===== src/design/msso_params.svh =====
// timing counts and idle levels for the memory strobe and select outputs
// assumes the block clock runs at 25 MHz
`ifndef MSSO_PARAMS_SVH
`define MSSO_PARAMS_SVH

// block clock
`define MSSO_CLK_NS 40
`define MSSO_CLK_KHZ 25000

// nominal memory clock for the sdram devices
`define MSSO_MCLK_KHZ 73728

// half period of the memory clock, rounded down, never below one cycle
`define MSSO_MCLK_HALF_CYC \
    (((`MSSO_CLK_KHZ / (2 * `MSSO_MCLK_KHZ)) > 0) ? (`MSSO_CLK_KHZ / (2 * `MSSO_MCLK_KHZ)) : 1)

// least times of the access phases
`define MSSO_SETUP_NS 40
`define MSSO_STROBE_NS 120
`define MSSO_RECOVER_NS 40

// phase lengths in cycles, rounded up
`define MSSO_SETUP_CYC ((`MSSO_SETUP_NS + `MSSO_CLK_NS - 1) / `MSSO_CLK_NS)
`define MSSO_STROBE_CYC ((`MSSO_STROBE_NS + `MSSO_CLK_NS - 1) / `MSSO_CLK_NS)
`define MSSO_RECOVER_CYC ((`MSSO_RECOVER_NS + `MSSO_CLK_NS - 1) / `MSSO_CLK_NS)

// cycles the endian strap needs to pass the synchroniser
`define MSSO_STRAP_CYC 3

// idle level of every active-low strobe, select and mask pin
`define MSSO_PIN_IDLE 1'b1

`endif


===== src/design/msso_pkg.sv =====
// types shared by the memory strobe and select output block
// assumes msso_params.svh is on the include path
package msso_pkg;

    // access phases, gray coded along idle, setup, strobe, recover
    typedef enum logic [1:0] {
        MSSO_IDLE = 2'h0,
        MSSO_SETUP = 2'h1,
        MSSO_STROBE = 2'h3,
        MSSO_RECOVER = 2'h2
    } msso_state_e;

    // kind of target behind the access
    typedef enum logic [2:0] {
        MSSO_SDRAM = 3'h0,
        MSSO_DRAM = 3'h1,
        MSSO_GENERAL = 3'h2,
        MSSO_EXPANSION = 3'h3,
        MSSO_SLOT2 = 3'h4
    } msso_kind_e;

    // one access request from the bus unit
    typedef struct packed {
        msso_kind_e kind;    // target kind
        logic write;         // 1 write, 0 read
        logic bank;          // dram or sdram bank
        logic [1:0] region;  // general or expansion select number
        logic port16;        // general region or dram is 16 bits wide
        logic sdram8;        // sdram is 8 bits wide
        logic [3:0] lanes;   // byte enables, request view
        logic [31:0] wdata;  // write data, request view
    } msso_req_s;

    // registered memory pins, data first so idle is zeros then ones
    typedef struct packed {
        logic [31:0] data_out;
        logic data_oe_n;
        logic write_strobe_n;
        logic lane0_column_strobe_n;
        logic lane1_column_strobe_n;
        logic lane2_column_strobe_n;
        logic lane3_column_strobe_n;
        logic bank0_row_strobe_n;
        logic bank1_row_or_select_n;
        logic bank0_sdram_select_n;
        logic upper_byte_mask;
        logic low_byte_mask;
        logic [3:0] general_select_n;
        logic [3:0] expansion_card_select_n;
        logic [1:0] slot2_select_n;
    } msso_pins_s;

endpackage


===== src/design/msso_sync.sv =====
// two flip-flop synchroniser for pin inputs
// assumes d comes from outside the clk domain; q is the second stage
`timescale 1ns/1ps
module msso_sync #(
    parameter int W = 1
) (
    // clock and reset
    input wire logic clk,
    input wire logic rst_b,
    // asynchronous in, synchronised out
    input wire logic [W-1:0] d,
    output logic [W-1:0] q
);

    // both stages as one state word
    typedef struct packed {
        logic [W-1:0] s1;  // first stage, read only by s2
        logic [W-1:0] s2;  // second stage
    } msso_sync_s;

    msso_sync_s s_r;
    msso_sync_s s_nxt;

    // shift one stage per clock
    always_comb begin
        s_nxt.s1 = d;
        s_nxt.s2 = s_r.s1;
    end

    // flops clear to zero under reset
    always_ff @(posedge clk or negedge rst_b) begin
        if (!rst_b) begin
            s_r <= '0;
        end else begin
            s_r <= s_nxt;
        end
    end

    assign q = s_r.s2;

endmodule


===== src/design/msso_top.sv =====
// strobe, row, column, mask and chip select pin generation for external memory
// assumes one request at a time from the bus unit and a looped back memory clock
`timescale 1ns/1ps
`include "msso_params.svh"
module msso_top (
    // clock and reset
    input wire logic clk,
    input wire logic rst_b,
    // access request
    input wire logic req_valid,
    input wire msso_pkg::msso_req_s req,
    output logic req_ready,
    // read answer
    output logic rd_valid,
    output logic [31:0] rd_data,
    // strap and control
    input wire logic endian_select,
    input wire logic sdram_clock_hold,
    // memory pins
    output msso_pkg::msso_pins_s mem_pins,
    output logic memory_clock_out,
    output logic sdram_clock_enable,
    input wire logic memory_clock_return,
    input wire logic [31:0] data_in
);
    import msso_pkg::*;

    // whole state of the block
    typedef struct packed {
        msso_state_e st;     // access phase
        logic [2:0] cnt;     // cycles left in phase
        msso_req_s req;      // latched request, bus view except wdata, which is already in pin order
        logic [3:0] lanes;   // lane enables on the pins
        logic [1:0] strap;   // strap settle count
        logic big;           // big endian
        logic ret_prev;      // last returned clock level
        logic [2:0] mdiv;    // memory clock divider
        logic mclk;          // memory clock level
        logic cke;           // sdram clock enable
        logic rd_valid;      // read answer pulse
        logic [31:0] rd_data;
        msso_pins_s pins;    // registered pins
    } msso_top_s;

    msso_top_s s_r;
    msso_top_s s_nxt;

    // synchronised pins: returned clock, strap, read data
    logic [33:0] sync_q;
    logic ret_s;
    logic big_s;
    logic [31:0] din_s;

    // data and returned clock share one synchroniser so skew stays matched
    msso_sync #(
        .W(34)
    ) u_sync (
        .clk(clk),
        .rst_b(rst_b),
        .d({memory_clock_return, endian_select, data_in}),
        .q(sync_q)
    );

    assign ret_s = sync_q[33];
    assign big_s = sync_q[32];
    assign din_s = sync_q[31:0];

    // 16-bit static port, carried on bits 31:16
    function automatic logic static16(msso_req_s r);
        static16 = (r.kind == MSSO_EXPANSION) || (r.kind == MSSO_SLOT2) ||
            ((r.kind == MSSO_GENERAL) && r.port16);
    endfunction

    // byte order swap for big endian
    function automatic logic [31:0] bswap(logic [31:0] w);
        bswap = {w[7:0], w[15:8], w[23:16], w[31:24]};
    endfunction

    // next state, then pins from the next phase so pins line up with it
    always_comb begin
        logic [3:0] ln;
        logic [31:0] wd;
        logic [31:0] rx;
        logic act;
        logic stb;
        logic wr;
        logic [3:0] col;
        ln = '0;
        wd = '0;
        rx = '0;
        act = 1'b0;
        stb = 1'b0;
        wr = 1'b0;
        col = 4'h0;
        s_nxt = s_r;
        s_nxt.rd_valid = 1'b0;
        s_nxt.ret_prev = ret_s;
        s_nxt.cke = ~sdram_clock_hold;

        // free running memory clock divider
        if (s_r.mdiv == 3'h0) begin
            s_nxt.mclk = ~s_r.mclk;
            s_nxt.mdiv = 3'(`MSSO_MCLK_HALF_CYC - 1);
        end else begin
            s_nxt.mdiv = s_r.mdiv - 3'h1;
        end

        // sample the strap until it has crossed the synchroniser
        if (s_r.strap != 2'(`MSSO_STRAP_CYC)) begin
            s_nxt.big = big_s;
            s_nxt.strap = s_r.strap + 2'h1;
        end

        case (s_r.st)
            // wait for a request once byte order is known
            MSSO_IDLE: begin
                if (req_valid && req_ready) begin
                    // big endian reverses lanes and bytes first
                    ln = s_r.big ? {req.lanes[0], req.lanes[1], req.lanes[2],
                        req.lanes[3]} : req.lanes;
                    wd = s_r.big ? bswap(req.wdata) : req.wdata;
                    s_nxt.req = req;
                    s_nxt.req.wdata = wd;
                    s_nxt.lanes = ln;
                    // place data on the bits the port width owns
                    case (req.kind)
                        MSSO_SDRAM: begin
                            s_nxt.lanes = req.sdram8 ? (ln & 4'h1) : (ln & 4'h3);
                        end
                        MSSO_DRAM: begin
                            s_nxt.lanes = req.port16 ? (ln & 4'h3) : ln;
                        end
                        default: begin
                            // static 16-bit ports sit on bits 31:16
                            if (static16(req)) begin
                                s_nxt.lanes = {ln[1:0], 2'h0};
                                s_nxt.req.wdata = {wd[15:0], 16'h0};
                            end
                        end
                    endcase
                    s_nxt.st = MSSO_SETUP;
                    s_nxt.cnt = 3'(`MSSO_SETUP_CYC - 1);
                end
            end
            // selects and row strobe settle before the strobe
            MSSO_SETUP: begin
                if (s_r.cnt == 3'h0) begin
                    s_nxt.st = MSSO_STROBE;
                    s_nxt.cnt = 3'(`MSSO_STROBE_CYC - 1);
                end else begin
                    s_nxt.cnt = s_r.cnt - 3'h1;
                end
            end
            // strobe phase; reads latch on each returned clock rise
            MSSO_STROBE: begin
                if (!s_r.req.write && ret_s && !s_r.ret_prev) begin
                    rx = din_s;
                    if (static16(s_r.req)) begin
                        rx = {16'h0, rx[31:16]};
                    end
                    s_nxt.rd_data = s_r.big ? bswap(rx) : rx;
                end
                if (s_r.cnt == 3'h0) begin
                    s_nxt.st = MSSO_RECOVER;
                    s_nxt.cnt = 3'(`MSSO_RECOVER_CYC - 1);
                    s_nxt.rd_valid = !s_r.req.write;
                end else begin
                    s_nxt.cnt = s_r.cnt - 3'h1;
                end
            end
            // all strobes, selects and masks idle before the next access
            MSSO_RECOVER: begin
                if (s_r.cnt == 3'h0) begin
                    s_nxt.st = MSSO_IDLE;
                end else begin
                    s_nxt.cnt = s_r.cnt - 3'h1;
                end
            end
            default: begin
                s_nxt.st = MSSO_IDLE;
            end
        endcase

        // pin levels for the next phase, everything idle by default
        act = (s_nxt.st == MSSO_SETUP) || (s_nxt.st == MSSO_STROBE);
        stb = (s_nxt.st == MSSO_STROBE);
        wr = s_nxt.req.write;
        col = 4'h0;
        s_nxt.pins = msso_pins_s'({32'h0,
            {($bits(msso_pins_s) - 32){`MSSO_PIN_IDLE}}});
        s_nxt.pins.data_out = s_nxt.req.wdata;
        s_nxt.pins.data_oe_n = !(act && wr);
        s_nxt.pins.write_strobe_n = !(stb && wr);
        case (s_nxt.req.kind)
            MSSO_SDRAM: begin
                // one column strobe, masks pick the bytes
                col = {3'h0, stb};
                s_nxt.pins.bank0_row_strobe_n = !(s_nxt.st == MSSO_SETUP);
                if (s_nxt.req.bank) begin
                    s_nxt.pins.bank1_row_or_select_n = !act;
                end else begin
                    s_nxt.pins.bank0_sdram_select_n = !act;
                end
                if (act) begin
                    s_nxt.pins.low_byte_mask = !s_nxt.lanes[0];
                    s_nxt.pins.upper_byte_mask = s_nxt.req.sdram8 || !s_nxt.lanes[1];
                end
            end
            MSSO_DRAM: begin
                // column strobe per byte lane, reads and writes
                col = stb ? s_nxt.lanes : 4'h0;
                if (s_nxt.req.bank) begin
                    s_nxt.pins.bank1_row_or_select_n = !act;
                end else begin
                    s_nxt.pins.bank0_row_strobe_n = !act;
                end
            end
            MSSO_GENERAL: begin
                col = (stb && wr) ? s_nxt.lanes : 4'h0;
                s_nxt.pins.general_select_n =
                    ~(act ? (4'h1 << s_nxt.req.region) : 4'h0);
            end
            MSSO_EXPANSION: begin
                col = (stb && wr) ? s_nxt.lanes : 4'h0;
                s_nxt.pins.expansion_card_select_n =
                    ~(act ? (4'h1 << s_nxt.req.region) : 4'h0);
            end
            MSSO_SLOT2: begin
                // high select for bits 31:24, low for 23:16
                col = (stb && wr) ? s_nxt.lanes : 4'h0;
                s_nxt.pins.slot2_select_n = ~(s_nxt.lanes[3:2] & {2{act}});
            end
            default: begin
                col = 4'h0;
            end
        endcase
        s_nxt.pins.lane0_column_strobe_n = !col[0];
        s_nxt.pins.lane1_column_strobe_n = !col[1];
        s_nxt.pins.lane2_column_strobe_n = !col[2];
        s_nxt.pins.lane3_column_strobe_n = !col[3];
    end

    // one register for all state; reset leaves every pin idle
    always_ff @(posedge clk or negedge rst_b) begin
        if (!rst_b) begin
            s_r <= '0;
            s_r.pins <= msso_pins_s'({32'h0, {($bits(msso_pins_s) - 32){`MSSO_PIN_IDLE}}});
        end else begin
            s_r <= s_nxt;
        end
    end

    // handshake is combinational, everything else from flops
    assign req_ready = (s_r.st == MSSO_IDLE) && (s_r.strap == 2'(`MSSO_STRAP_CYC));
    assign rd_valid = s_r.rd_valid;
    assign rd_data = s_r.rd_data;
    assign mem_pins = s_r.pins;
    assign memory_clock_out = s_r.mclk;
    assign sdram_clock_enable = s_r.cke;
endmodule

===== config.mk =====
export PLATFORM = sky130hd
export DESIGN_NAME = msso_top
export DESIGN_NICKNAME = d
export VERILOG_FILES = /design/src/design/msso_pkg.sv /design/src/design/msso_sync.sv /design/src/design/msso_top.sv
export VERILOG_INCLUDE_DIRS = /design/src /design/src/design
export SDC_FILE = /design/constraint.sdc
export NUM_CORES = 1
export LEC_CHECK = 0
export BUFFER_PORTS_ARGS = -buffer_cell sky130_fd_sc_hd__buf_2
export CORE_ASPECT_RATIO = 0.75
export CORE_UTILIZATION = 55
export CTS_CLUSTER_SIZE = 25
export DETAILED_ROUTE_END_ITERATION = 8
export PLACE_DENSITY = 0.8
export SLEW_MARGIN = 0
export SYNTH_ARGS = -nofsm -noshare
export SYNTH_HDL_FRONTEND = slang
export SYNTH_SLANG_ARGS = --single-unit

===== constraint.sdc =====
create_clock -name clk -period 4.5 [get_ports clk]
set_clock_uncertainty 0.2 [all_clocks]
set_input_delay 0.675 -clock clk [delete_from_list [all_inputs] [get_ports clk]]
set_output_delay 0.675 -clock clk [all_outputs]
set_load 0.01 [all_outputs]

Yosys cells after proc, flatten, opt, wreduce, memory -nomap -nowiden --
Cells that the tools add are included. Widths: inputs -> output; s select.
Storage, ports and cells: bits in registers 185, bits in latches 0, RAM bits 0, bits in read-only memories 0, bits of input ports 83, output and inout bits 89, logic and storage cells 134, memories 0
Operators by class: $add $sub $neg 3, $mul 0, div/mod/pow operators 0, magnitude comparators 0, equal/unequal tests 20, shift operators 1, multiplexer cells 34, bitwise logic cells 5, reduce and logical (&&, ||, !) cells 36
Operator list (count):
- $mux 32 | 5
- $mux 54 | 1
- $mux 49 | 1
- $mux 36 | 1
- $mux 33 | 1
- $mux 4 | 7
- $pmux 5 s4 | 1
- $eq 3x2->1 const B | 6
- $mux 3 | 5
- $logic_not 1->1 | 12
- $logic_not 3->1 | 4
- $mux 2 | 6
- $pmux 4 s3 | 1
- $eq 3x3->1 const B | 3
- $eq 2x2->1 const B | 4
- $logic_and 1x1->1 | 8
- $pmux 4 s2 | 1
- $eq 3x1->1 const B | 2
- $logic_or 1x1->1 | 6
- $ne 2x2->1 const B | 3
- $reduce_and 2->1 | 3
- $sub 3x1->3 const B | 2
- $eq 2x1->1 const B | 2
- $not 4->4 | 1
- other kinds (10) | 13

Logic depth before layout (Yosys ltp) --
depth after elaboration 12, gate-level depth with buffers 8

Cells and area by module --
Synthesis repeated with hierarchy kept, for this count alone.
Unflattened totals: cell total of the unflattened synthesis 806, area, all modules 8750.9 um2
Modules (own cells, without submodules):
- msso_top | times used 1, cells an instance 738, area each 7049.3 um2
- msso_sync | times used 1, cells an instance 68, area each 1701.6 um2

Worst setup path after synthesis --
Ideal clock, no wire load.
path type input port to flip-flop, start point input req[43] in the netlist's numbering, end point register s_r (netlist bit mem_pins[37]), library setup time 0.126 ns, arrival time 1.671 ns, required time 4.174 ns, slack 2.503 ns, stages 7, buffers on the path 2, cells stage by stage nand2b_1 o22a_1 buf_2 buf_2 nand2_1 nand2_1 a221o_1
Between the ends: longest elaborated chain between the ends 5, elaborated cells on any way between the ends 11
RTL lines:
- from (decl) | RTL line msso_top.sv:11 | input wire msso_pkg::msso_req_s req,
- $eq 3x2->1 (tied with other cells) | RTL line msso_top.sv:70 | static16 = (r.kind == MSSO_EXPANSION) || (r.kind == MSSO_SLOT2) ||
- $logic_or 1x1->1 / $logic_and 1x1->1 (equally long branches) | RTL line msso_top.sv:70, msso_top.sv:71
- $logic_or 1x1->1 | RTL line msso_top.sv:70
- $mux 36 | RTL line msso_top.sv:135 | if (static16(req)) begin
- $mux 32 * | RTL line msso_top.sv:126 | case (req.kind)
- to (signal assigned) | RTL line msso_top.sv:249 | s_r <= s_nxt;
- to (decl) | RTL line msso_top.sv:45 | msso_top_s s_r;
Every way passes the cells marked *; elsewhere a longest branch is shown, timed or not. A chain may end at the register's enable or synchronous reset.

==> results.yml <==
layout:
  layout_common_cells: "170 x buf_2, 159 x dfrtp_1, 142 x nand2_1"
  finish.utilization: 0.637
  mostFrequentLayoutCell: "buf_2"
  diodes: 0
  syn_to_final_growth_pct: 10.6
  drive_gt1_frac: 0.347
  design_area_um2: 8940
  num-nets-final: 879
synthesis:
  synth_edf_count: 0
  syn_area_um2: 8080
  syn-num-nets: 809
  synthCells: 721
  synth.area.top_cells: "dfrtp_1 50%, buf_4 7.9%, dfstp_2 6.8%"
  synth_seq_cells: 181
  synth_top_area_frac: 0.495
  ys.warnings.count: 0
  async_flop_share: 1.00
  yosys.area.top_type: "dfrtp_1"
  yosysSeqAreaShare: 0.564
  yosysUniqueCellTypes: 55
  yosys_most_used_dff: "dfrtp_1"
  syn_area_per_cell_um2: 11.2
sta:
  final_max_slew_viol_count: 0
  worstMarginPinSlew_ns: 1.23
  grt_setup_unrepaired: "false"
  slew_headroom: 0.181
  finalCritPeriodShare: 0.599
  min_period_ns: 2.69
  fin_tns_setup_ns: 0
  max_freq_mhz: 371
  fin_hold_ws_ns: 0.146
  final_hold_viol_count: 0
  setup_violations: 0
drt:
  via_count: 5405
  drt_wl_total_um: 16600
  drt_pass1_iterations: 5
  drtIter0Drc: 491
  viasPerCell: 5.41
  drc: 0
  final_antenna_net_count: 0
  wl_per_cell_um: 16.6
setup_path:
  regToRegStartpoint: "s_r[93]$_DFFE_PN0P_"
  start_kind: "flop"
  required_ns: 4.64
  crit_path_end_kind: "flop"
  crit_start: "s_r[93]$_DFFE_PN0P_"
  critPathKind: "flop to flop"
  cp_max_fo: 56
  cp.arrival_ns: 2.84
floorplan:
  start_util: 0.576
  die_area_um2: 15200
  core_area_um2: 14000
  pin_count: 172
  die_h_um: 107
  die_w_um: 142
  fp-row-count: 37
pwr:
  seqPwrFrac: 0.423
  p_sw_frac: 0.345
  power.leakage_nw: 4.28
  power.switching_mw: 1.92
  p_total_mw: 5.56
  power_frac_comb: 0.319
  irDropWorstVdd_mv: 0.402
  clock_power_share: 0.258
  pwr_density_cell_nw_per_um2: 622
  p_int_mw: 3.64
global_route:
  antenna_found_initial: 0
  gr-total-overflow: 0
  grt-busiest-layer: "met2"
  grt_util_met3: 0.0438
  grtUsageMet1: 0.322
  grt_pass1_wl_um: 26800
  grt_max_degree: 111
  grt_pass1_vias: 5384
  grt_usage: 0.232
  met2_usage: 0.353
worst_hold_path:
  hp-start: "u_sync.s_nxt[25]$_DFF_PN0_"
  hold_path_class: "flop to flop"
clocking:
  post-cts-setup-buffers: 0
  cts_root_buf: "clkbuf_16"
  cts-resized-gates: 0
  cts_buffer_depth: 2
  clkTransAtPathRegs_ns: 0.07
  cts_tree: "built"
  cts_made_buffers: 17
  clock-sinks: 181
  clk_latency_ns: 0.43
  cts_hold_buffers: 0
  htree_levels: 4
placed_design:
  place_area_um2: 8370
  hpwl_um: 11500
  routabilityCongestion: 0.956
  port-buffer-count: 171
status:
  status: "finished clean"
job:
  cap_violations: 0
## per-layer routing
| metal | vias up | wire [um] |
|---|---|---|
| li1 | 2511 | - |
| met1 | 2638 | 7560 |
| met2 | 218 | 7630 |
| met3 | 38 | 1020 |
| met4 | 0 | 380 |
| met5 | - | 0 |
## sequential cells by signal, summed over array words and instances (netlist names)
name,flops
mem_pins,53
u_sync.q,34
u_sync.s_nxt,34
rd_data,32
s_r,25
memory_clock_out,1
rd_valid,1
sdram_clock_enable,1
## cells in the mapped netlist (7+ instances only)
cell type    n
buf_4       85
mux2i_1     40
dfrtp_1    160
inv_1        7
a221o_1     16
a21oi_2     12
o211ai_1    17
buf_2       25
nand2_1    142
a21oi_1     23
dfstp_2     21
o31ai_1     18
mux2_2      19
nor2_1      27
nand3_1     19
o21a_1      19
## worst max-delay path, stage by stage, from the launching register on
cell and delay, ns:
dfrtp_1 0.40, ha_1 0.33, nand4bb_4 0.24, buf_4 0.53
mux2_2 0.48, nor3_2 0.32, nand2_1 0.10
## kinds of logic after synthesis
logic type / share of synthesized area
simple gates: 0.112
flops: 0.564
buf+inv: 0.115
compound gates: 0.113
mux: 0.0861
fa+ha+maj: 0.00774
xor+xnor: 0.00325
## area by class of cell
class | count | area [um^2]
Timing Repair Buffer | 177 | 907
Inverter | 10 | 37.5
Tap cell | 195 | 244
Fill cell | 1106 | 5090
Sequential cell | 181 | 4560
Clock buffer | 18 | 429
Clock inverter | 14 | 144
Multi-Input combinational cell | 404 | 2620
## final timing paths
| check | depth (start not counted) | endpoint | slack (ns) |
|---|---|---|---|
| min | 0 | u_sync.q[25]$_DFF_PN0_ | 0.15 |
| max | 6 | mem_pins[6]$_DFF_PN1_ | 1.81 |
| max reg2reg | 6 | mem_pins[6]$_DFF_PN1_ | 1.81 |
| min reg2reg | 0 | u_sync.q[25]$_DFF_PN0_ | 0.15 |
| min in group asynchronous | 1 | s_r[139]$_DFF_PN0_ | 0.17 |
| max in group asynchronous | 2 | mem_pins[16]$_DFF_PN1_ | 2.87 |
## power groups by stage
stage	combinational [mW]	clock, mW	sequential (mW)
after floorplan	1.68	0	2.28
after global placement	1.72	0	2.35
after detailed placement	1.78	0	2.37
after CTS	1.79	1.46	2.35
after global routing	1.95	1.53	2.40
final	1.77	1.44	2.35
## stage by stage
| step | instances | setup slack (ns) |
|---|---|---|
| finish | 999 | 1.81 |
| global route | 999 | 1.57 |
| CTS | 999 | 1.80 |
| detailed placement | 967 | 1.65 |
| global placement | 967 | 1.82 |
| floorplan | 721 | 2.50 |
(Power assumes the default switching activity.)
